==> src/shared/adc_seq_pkg.sv <==
// Package of register offsets, field positions and timing constants for the converter sequencer
package adc_seq_pkg;
   // ***************************************************************
   // Register map (byte addresses on APB)
   // ***************************************************************
   localparam logic [7:0] ctrl_addr      = 8'h00;
   localparam logic [7:0] result_1_addr  = 8'h04;
   localparam logic [7:0] result_2_addr  = 8'h08;
   localparam logic [7:0] result_3_addr  = 8'h0c;
   localparam logic [7:0] result_4_addr  = 8'h10;
   localparam logic [7:0] addr_word_mask = 8'hfc;
   // ***************************************************************
   // Control register fields
   // ***************************************************************
   localparam int done_bit      = 7;
   localparam int unimpl_bit    = 6;
   localparam int scan_bit      = 5;
   localparam int group_bit     = 4;
   localparam int sel_hi        = 3;
   localparam int sel_lo        = 0;
   localparam logic [7:0] ctrl_reset    = 8'h00;
   localparam logic [7:0] ctrl_wr_mask  = 8'h3f;
   // ***************************************************************
   // Channel codes
   // ***************************************************************
   localparam logic [3:0] code_high_ref = 4'hc;
   localparam logic [3:0] code_low_ref  = 4'hd;
   localparam logic [3:0] code_half_ref = 4'he;
   localparam logic [3:0] code_rsvd_top = 4'hf;
   localparam logic       ext_group_msb = 1'b0;
   // ***************************************************************
   // Timing
   // ***************************************************************
   localparam int conv_cycles   = 32;
   localparam int sample_cycles = 12;
   localparam int sar_bits      = 8;
   localparam int seq_len       = 4;
   localparam logic [5:0] cnt_zero = 6'h00;
   localparam logic [1:0] slot_zero = 2'h0;
   localparam logic [1:0] slot_last = 2'h3;
   localparam int stab_time_ms  = 10;
endpackage

==> src/logic/sar_step.sv <==
// Successive-approximation step: one comparison on the trial bit per call
`timescale 1ns/1ps
`default_nettype none
module sar_step #(
   parameter int width = 8
) (
   input  wire logic [width-1:0] sar_in,     // Value so far
   input  wire logic [width-1:0] trial_bit,  // One-hot bit under test
   input  wire logic             cmp_high,   // Comparator: input at or above trial level
   output logic      [width-1:0] trial_out,  // Level offered to the comparator
   output logic      [width-1:0] sar_out     // Value after this comparison
);
   // ***************************************************************
   // Bit decision
   // ***************************************************************
   always_comb begin
      trial_out = sar_in | trial_bit;
      sar_out   = cmp_high ? trial_out : sar_in;
   end
endmodule
`default_nettype wire

==> src/logic/adc_sequence_control.sv <==
// Sequencing and register logic of the multiplexed successive-approximation converter
// Overview of operation
// - Single mode converts the one selected channel four times in a row.
// - Codes 0000 to 0111 route analog inputs 0 to 7 in order.
// - 1100 high ref, 1101 low ref, 1110 half high ref; 10xx, 1111 reserved.
// - Group mode ignores two low select bits; upper two pick aligned group.
// - Group mode puts first channel in result 1, fourth in result 4.
// - Single one-shot fills results 1..4 then halts until next control write.
// - Single continuous keeps converting; fifth result overwrites result 1, cyclically.
// - Group one-shot converts four group channels once into results 1..4, stops.
// - Group continuous repeats group forever, fifth conversion replaces result 1.
// - Any control write starts a fresh sequence, abandoning any active one.
// - Done flag at bit 7 is read-only, set when all four results valid.
// - Each control write clears the done flag as the sequence starts.
// - Continuous scan sets done after first sequence; results keep updating.
// - Control bit 6 is unimplemented and reads zero.
// - Control bits 0 to 5 are writable and read back.
// - Stop or wait suspends conversion; resume resamples same channel, continues.
// - Result registers are read-only 8-bit; writes do nothing.
// - Sequence begins one clock cycle after the control write.
// - Eight comparisons from MSB; final value goes to its result register.
// - Sampling switch closed only during 12-cycle window starting each conversion.
//
// The register offsets and the APB interface to the registers were decided locally.
`timescale 1ns/1ps
`default_nettype none
module adc_sequence_control #(
   parameter int data_width = 8
) (
   input  wire logic        clk,            // 100 MHz clock
   input  wire logic        rst,            // Asynchronous reset, active high
   input  wire logic        psel,           // APB select
   input  wire logic        penable,        // APB access phase
   input  wire logic        pwrite,         // APB write
   input  wire logic [7:0]  paddr,          // APB byte address
   input  wire logic [31:0] pwdata,         // APB write data
   input  wire logic [3:0]  pstrb,          // APB byte strobes
   output logic      [31:0] prdata,         // APB read data
   output logic             pready,         // APB ready
   output logic             pslverr,        // APB error on unmapped address
   input  wire logic        suspend,        // Stop or wait mode in force
   input  wire logic        cmp_high,       // Comparator result
   output logic      [3:0]  mux_select,     // Multiplexer channel code
   output logic             sample_switch,  // Input sampling switch closed
   output logic      [7:0]  dac_level,      // Trial level for the comparator
   output logic             converting      // Conversion in progress
);
   // ***************************************************************
   // State
   // ***************************************************************
   typedef enum logic [2:0] {
      st_idle    = 3'b001,
      st_start   = 3'b010,
      st_convert = 3'b100
   } seq_state_t;

   typedef struct packed {
      seq_state_t      state;
      logic [7:0]      ctrl;
      logic [5:0]      cyc;
      logic [1:0]      slot;
      logic [7:0]      sar;
      logic [7:0]      trial;
      logic [3:0][7:0] result;
      logic [31:0]     rdata;
      logic            pready;
      logic            slverr;
   } core_t;

   core_t s_r;
   core_t s_nxt;

   logic       wr_fire;
   logic       ctrl_hit;
   logic       mapped;
   logic [7:0] trial_level;
   logic [7:0] sar_next;
   logic [3:0] sel;
   logic [3:0] chan_code;

   sar_step #(
      .width(data_width)
   ) u_step (
      .sar_in    (s_r.sar),
      .trial_bit (s_r.trial),
      .cmp_high  (cmp_high),
      .trial_out (trial_level),
      .sar_out   (sar_next)
   );

   // ***************************************************************
   // Address decode
   // ***************************************************************
   always_comb begin
      wr_fire  = psel & penable & pwrite & s_r.pready;
      ctrl_hit = (paddr & adc_seq_pkg::addr_word_mask) == adc_seq_pkg::ctrl_addr;
      unique case (paddr & adc_seq_pkg::addr_word_mask)
         adc_seq_pkg::ctrl_addr,
         adc_seq_pkg::result_1_addr,
         adc_seq_pkg::result_2_addr,
         adc_seq_pkg::result_3_addr,
         adc_seq_pkg::result_4_addr: mapped = 1'b1;
         default:                    mapped = 1'b0;
      endcase
      sel = s_r.ctrl[adc_seq_pkg::sel_hi:adc_seq_pkg::sel_lo];
      if (s_r.ctrl[adc_seq_pkg::group_bit]) begin
         chan_code = {sel[3:2], s_r.slot};
      end else begin
         chan_code = sel;
      end
   end

   // ***************************************************************
   // Next state
   // ***************************************************************
   always_comb begin
      s_nxt        = s_r;
      s_nxt.pready = psel & ~(penable & s_r.pready);
      // Read data is captured at the setup edge so it stands while pready is high
      if (psel & ~penable & ~pwrite) begin
         s_nxt.rdata = 32'h0000_0000;
         unique case (paddr & adc_seq_pkg::addr_word_mask)
            adc_seq_pkg::ctrl_addr: begin
               s_nxt.rdata[7:0] = s_r.ctrl;
               s_nxt.rdata[adc_seq_pkg::unimpl_bit] = 1'b0;
            end
            adc_seq_pkg::result_1_addr: s_nxt.rdata[7:0] = s_r.result[0];
            adc_seq_pkg::result_2_addr: s_nxt.rdata[7:0] = s_r.result[1];
            adc_seq_pkg::result_3_addr: s_nxt.rdata[7:0] = s_r.result[2];
            adc_seq_pkg::result_4_addr: s_nxt.rdata[7:0] = s_r.result[3];
            default: s_nxt.rdata = 32'h0000_0000;
         endcase
      end
      if (psel & ~penable) begin
         s_nxt.slverr = ~mapped;
      end

      unique case (s_r.state)
         st_idle: begin
         end
         st_start: begin
            // One cycle after the write the first conversion begins
            s_nxt.state = st_convert;
            s_nxt.cyc   = adc_seq_pkg::cnt_zero;
            s_nxt.slot  = adc_seq_pkg::slot_zero;
            s_nxt.sar   = 8'h00;
            s_nxt.trial = 8'h80;
         end
         st_convert: begin
            if (suspend) begin
               // Restart the current channel from its sample window
               s_nxt.cyc   = adc_seq_pkg::cnt_zero;
               s_nxt.sar   = 8'h00;
               s_nxt.trial = 8'h80;
            end else begin
               s_nxt.cyc = s_r.cyc + 6'h01;
               if (s_r.cyc >= 6'(adc_seq_pkg::sample_cycles) &&
                   s_r.cyc < 6'(adc_seq_pkg::sample_cycles + adc_seq_pkg::sar_bits)) begin
                  s_nxt.sar   = sar_next;
                  s_nxt.trial = s_r.trial >> 1;
               end
               if (s_r.cyc == 6'(adc_seq_pkg::conv_cycles - 1)) begin
                  s_nxt.result[s_r.slot] = s_r.sar;
                  s_nxt.cyc   = adc_seq_pkg::cnt_zero;
                  s_nxt.sar   = 8'h00;
                  s_nxt.trial = 8'h80;
                  s_nxt.slot  = s_r.slot + 2'h1;
                  if (s_r.slot == adc_seq_pkg::slot_last) begin
                     s_nxt.ctrl[adc_seq_pkg::done_bit] = 1'b1;
                     if (!s_r.ctrl[adc_seq_pkg::scan_bit]) begin
                        s_nxt.state = st_idle;
                     end
                  end
               end
            end
         end
         default: s_nxt.state = st_idle;
      endcase

      // A control write wins over the state and control updates above, including a done set
      if (wr_fire && ctrl_hit && mapped) begin
         if (pstrb[0]) begin
            s_nxt.ctrl = pwdata[7:0] & adc_seq_pkg::ctrl_wr_mask;
         end else begin
            s_nxt.ctrl = s_r.ctrl & adc_seq_pkg::ctrl_wr_mask;
         end
         s_nxt.state = st_start;
      end
      // Result registers ignore writes
   end

   // ***************************************************************
   // Registers
   // ***************************************************************
   always_ff @(posedge clk or posedge rst) begin
      if (rst) begin
         s_r <= '{state: st_idle, ctrl: adc_seq_pkg::ctrl_reset, cyc: 6'h00,
                  slot: 2'h0, sar: 8'h00, trial: 8'h80, result: '0,
                  rdata: 32'h0000_0000, pready: 1'b0, slverr: 1'b0};
      end else begin
         s_r <= s_nxt;
      end
   end

   // ***************************************************************
   // Outputs
   // ***************************************************************
   always_comb begin
      prdata        = s_r.rdata;
      pready        = s_r.pready;
      pslverr       = s_r.pready & s_r.slverr;
      converting    = (s_r.state == st_convert);
      mux_select    = chan_code;
      sample_switch = converting && !suspend &&
                      (s_r.cyc < 6'(adc_seq_pkg::sample_cycles));
      dac_level     = trial_level;
   end
endmodule
`default_nettype wire

==> config.mk <==
export PLATFORM = sky130hd
export DESIGN_NAME = adc_sequence_control
export DESIGN_NICKNAME = d
export VERILOG_FILES = /design/src/shared/adc_seq_pkg.sv /design/src/logic/sar_step.sv /design/src/logic/adc_sequence_control.sv
export SDC_FILE = /design/constraint.sdc
export NUM_CORES = 1
export LEC_CHECK = 0
export BUFFER_PORTS_ARGS = -buffer_cell sky130_fd_sc_hd__buf_2
export CORE_UTILIZATION = 55
export DETAILED_ROUTE_END_ITERATION = 16
export PLACE_DENSITY = 0.82
export SYNTH_ARGS = -nofsm -noshare
export SYNTH_HDL_FRONTEND = slang
export SYNTH_HIERARCHICAL = 1
export SYNTH_SLANG_ARGS = --single-unit
==> constraint.sdc <==
create_clock -name clk -period 6.55 [get_ports clk]
set_input_delay 0.655 -clock clk [delete_from_list [all_inputs] [get_ports clk]]
set_output_delay 0.655 -clock clk [all_outputs]
set_load 0.05 [all_outputs]
; Word-level counts from Yosys, hierarchy flattened
; Cells that the tools add are included.
[totals]
register_bits = 77
[op_classes]
n_addsub = 2
n_lt_le_gt_ge = 5
eq_ne = 19
n_mux = 21
n_bitwise = 14
reduce_logical = 20
[op_table]
columns = op, count
row1 = $mux W56, 1
row2 = $pmux W24 S2, 1
row3 = $pmux W8 S5, 1
row4 = $bwmux W32, 1
row5 = $mux W16, 2
row6 = $demux W8 S2, 1
row7 = $mux W8, 2
row8 = $eq A6 B2 Y1 const B, 2
row9 = $mux W4, 3
row10 = $mux W6, 2
row11 = $mux W11, 1
row12 = $pmux W3 S3, 1
row13 = $reduce_and A3 Y1, 3
row14 = $and A1 B1 Y1, 8
row15 = $logic_not A8 Y1, 1
row16 = $or A8 B8 Y8, 1
row17 = $reduce_bool A2 Y1, 4
row18 = $add A6 B1 Y6 const B, 1
row19 = $eq A6 B1 Y1 const B, 1
row20 = $eq A6 B3 Y1 const B, 1
row21 = $eq A6 B5 Y1 const B, 1
row22 = $ge A6 B4 Y1 const B, 1
row23 = $logic_and A1 B1 Y1, 6
row24 = $lt A6 B4 Y1 const B, 1
row25 = other kinds (23), 34

; Depth between registers and ports, before layout
[depth]
word_depth = 8
mapped_depth = 8

; Cells and area by module
; Netlist, hierarchy kept.
[modules_own_cells]
columns = module, instances, cells_per_inst, area_each_um2
row1 = adc_sequence_control, 1, 371, 3951.3
row2 = sar_step, 1, 17, 121.4

; Least setup slack after synthesis
; OpenSTA, ideal clock, no wires.
[synth_path]
kind = in2out
from = input port suspend
to = output port sample_switch
t_arrival_ps = 3743
path_slack_ps = 2152
cell_stages = 3
path_cell_list = or4b_1 clkbuf_1 a2111oi_0
[synth_between]
elab_chain_cells = 3
[synth_lines]
columns = element, line_no
row1 = from (decl), adc_sequence_control.sv:41  ; input wire logic suspend,
row2 = $logic_not A1 Y1, adc_sequence_control.sv:214  ; sample_switch = converting && !suspend &&
row3 = $logic_and A1 B1 Y1 (2 in a row), adc_sequence_control.sv:214
row4 = to (decl), adc_sequence_control.sv:44  ; output logic sample_switch,
; No other way between the ends.

; Final worst setup path
[layout_path]
from = register s_r[99] in the netlist's numbering
to = output port sample_switch
[layout_between]
elab_chain_cells = 3
[layout_lines]
columns = element, line_no
row1 = from (decl), adc_sequence_control.sv:70  ; core_t s_r;
row2 = from (signal assigned), adc_sequence_control.sv:197  ; s_r <= '{state: st_idle, ctrl: adc_seq_pkg::ctrl_reset, cyc: 6'h00,
row3 = from (signal assigned), adc_sequence_control.sv:201  ; s_r <= s_nxt;
row4 = $eq A3 B3 Y1, adc_sequence_control.sv:212  ; converting = (s_r.state == st_convert);
row5 = $logic_and A1 B1 Y1 (2 in a row), adc_sequence_control.sv:214
; No other way between the ends.

==> impl_metrics.py <==
metrics = {
    "outcome": {
        "status": "finished clean",
    },
    "synth": {
        "synth.avg_cell_area_um2": 10.50,
        "ys_warn_count": 6,
        "async_reset_ff_share_pct": 100.0,
        "synth_cells": 388,
        "synth_sequential_area_ratio_pct": 46.76,
        "synth_area_um2": 4073,
        "synthFlopType": "dfrtp_1",
        "synth-edff-count": 0,
        "ys_types": 48,
        "synth_area_leaders": "dfrtp_1 45%, mux2_2 11%, buf_4 6.3%",
        "synth_top_cell_area_share_pct": 45.47,
        "synth-seq-cells": 76,
        "synth_top_area_cell": "dfrtp_1",
    },
    "worst_setup_path": {
        "endpoint_kind": "primary output",
        "start_kind": "register",
        "r2r_cells": 5,
        "crit_family": "simple AND/OR/NAND/NOR gates",
        "r2r-start": "s_r[84]",
        "path_cells": "or4b_1 > a2111oi_0 > buf_2",
        "critPathMaxStageDelay_ns": 0.66,
        "cp.arrival_ns": 2.17,
        "reg2reg_slack_ns": 4.36,
        "path_max_fanout": 8,
        "crit_required_ns": 5.89,
        "path_buf_inv": 1,
        "critPathKind": "reg2out",
        "cpMaxStageDelayCell": "or4b_1",
    },
    "routing": {
        "drt_iter0_drc": 123,
        "drc": 0,
        "drt-wirelength-per-cell_um": 15.69,
        "num_vias": 2899,
        "viasPerCell": 5.640,
        "drtPass1Iterations": 5,
        "routed_wl_um": 8065,
        "detail-route-antenna-nets": 0,
    },
    "global_route": {
        "grt_max_degree": 77,
        "overflow": 0,
        "grt_pass1_vias": 2734,
        "antenna_found_initial": 0,
        "grt_pass1_wl_um": 13460,
        "groute.usage.overall_pct": 22.92,
    },
    "floorplan": {
        "fp.dieArea_um2": 7753,
        "ios": 99,
        "die_x_um": 88.05,
        "initial_core_util_pct": 56.45,
        "die_h_um": 88.05,
        "coreArea_um2": 7214,
        "floorplan.rows": 31,
    },
    "job": {
        "maxCapViolCount": 0,
    },
    "clock_tree": {
        "clk-insertion-delay-late_ns": 0.35,
        "postCtsHoldBufs": 0,
        "cts_buffers": 9,
        "clock-root-buffer": "clkbuf_8",
        "clock_path_buffers": 2,
        "post_cts_buffers": 0,
        "htree_levels": 3,
        "cts_resized": 0,
        "numClockSinks": 76,
        "path_clk_slew_ns": 0.08,
        "cts_tree": "built",
    },
    "sta": {
        "period_minus_slack_ns": 2.826,
        "fmax_mhz": 353.9,
        "fin_worst_skew_ns": 0.01059,
        "maxSlewHeadroom_pct": 31.17,
        "worst_pin_slew_ns": 1.029,
        "slew_violations": 0,
        "fin_crit_sh_pct": 43.14,
        "rsz0062_at_grt": "no",
        "timing.final.ws_setup_ns": 3.725,
        "setup_viol_count_final": 0,
        "tns_ns": 0,
        "finalHoldViolations": 0,
    },
    "layout": {
        "area_delta_synth_final_pct": 7.465,
        "mostFrequentLayoutCells": "74 x dfrtp_1, 43 x buf_2, 41 x nand2_1, 41 x mux2_2, 24 x conb_1",
        "nFillCells": 595,
        "drive_gt1_share_pct": 30.60,
        "n_antenna_cell": 0,
        "final_nets": 466,
        "final_common_cell": "dfrtp_1",
    },
    "placed_design": {
        "numPortBuffers": 43,
        "dpl.hpwl_um": 5364,
        "place_ws_ns": 3.867,
        "gp_congestion": 0.7997,
    },
    "min_path": {
        "hold_start": "s_r[0]",
        "whs_path_depth": 2,
        "hold_class": "reg2reg",
        "hold_path_end": "s_r[0]",
    },
    "pwr": {
        "power_density_nw_per_um2": 233.5,
        "power.leakage_nw": 2.217,
        "ir_drop_uv": 156.3,
    },
}
-- Yosys cell counts (5+ instances only) --
| library cell | instances |
|---|---|
| ha_1 | 5 |
| or2_2 | 8 |
| dfrtp_1 | 74 |
| inv_1 | 7 |
| a21o_1 | 8 |
| buf_4 | 34 |
| nand3_1 | 19 |
| mux2i_1 | 7 |
| o21ai_0 | 8 |
| and3_1 | 6 |
| mux2_4 | 6 |
| nand2_1 | 41 |
| nor3_1 | 7 |
| a21oi_1 | 10 |
| o211ai_1 | 17 |
| buf_2 | 7 |
| a221oi_1 | 5 |
| mux2_2 | 41 |
| nor2_1 | 18 |
| clkbuf_1 | 15 |
-- worst max-delay path by stage --
stage / endpoint / cells past startpoint / slack, ns / start
2_1_floorplan: sample_switch / 3 / 2.15 / suspend
3_3_place_gp: sample_switch / 4 / 3.83 / suspend
3_5_place_dp: sample_switch / 4 / 3.87 / suspend
4_1_cts: sample_switch / 3 / 3.72 / s_r[99]
5_1_grt: sample_switch / 3 / 3.52 / s_r[99]
6_report: sample_switch / 3 / 3.72 / s_r[99]
-- cells by family (layout without fill, tap and decap cells) --
family	count (synthesis)	after routing	synth area share, %
simple gates	124	124	15.82
flops	76	76	46.76
buf+inv	65	69	9.708
compound gates	63	63	10.81
mux	54	54	15.27
fa+ha+maj	5	5	1.536
other cells	1	24	0.09208
-- power by group --
group / leakage, nW / internal [mW] / switching (mW) / total [mW]
combinational: 1.08 / 0.0291 / 0.0959 / 0.125
sequential: 1.02 / 0.485 / 0.0127 / 0.498
clock: 0.116 / 0.225 / 0.174 / 0.399
total: 2.22 / 0.739 / 0.283 / 1.02
-- through the flow --
stage / total power [mW] / util (%) / instance area (um^2) / hold WS (ns) / cells
6_report: 1.022 / 60.67 / 4377 / 0.4798 / 514
5_1_grt: 1.064 / 60.67 / 4377 / 0.5057 / 514
3_5_place_dp: 0.6332 / 57.54 / 4151 / 0.4705 / 498
4_1_cts: 1.028 / 60.67 / 4377 / 0.4895 / 514
2_1_floorplan: 0.6287 / - / 4159 / 0.4418 / 411
3_3_place_gp: 0.6302 / 57.54 / 4151 / 0.4602 / 498
-- cell type report --
class                           instances  area, um^2  area share, %
Clock buffer                           10       137.6          3.145
Clock inverter                          6       87.58          2.001
Multi-Input combinational cell        270        1859          42.48
Inverter                                7       26.28         0.6003
Timing Repair Buffer                   46       237.7          5.432
Tap cell                               99       123.9          2.830
Sequential cell                        76        1904          43.51
-- tightest hold or removal path, delay by kind of cell, from the launching register on --
kind            cells  cell delay [ns]
flops               1             0.34
simple gates        1             0.04
compound gates      1             0.06
-- per-layer routing --
layer  up-vias  track usage (%)  share of wire, %
met4         0            9.238               1.7
li1       1359                -                 -
met1      1448            30.41                46
met5         -                0                 0
met3        14            4.807               3.8
met2        78            36.93                49
Note: power is estimated with default switching activity, not from simulation.
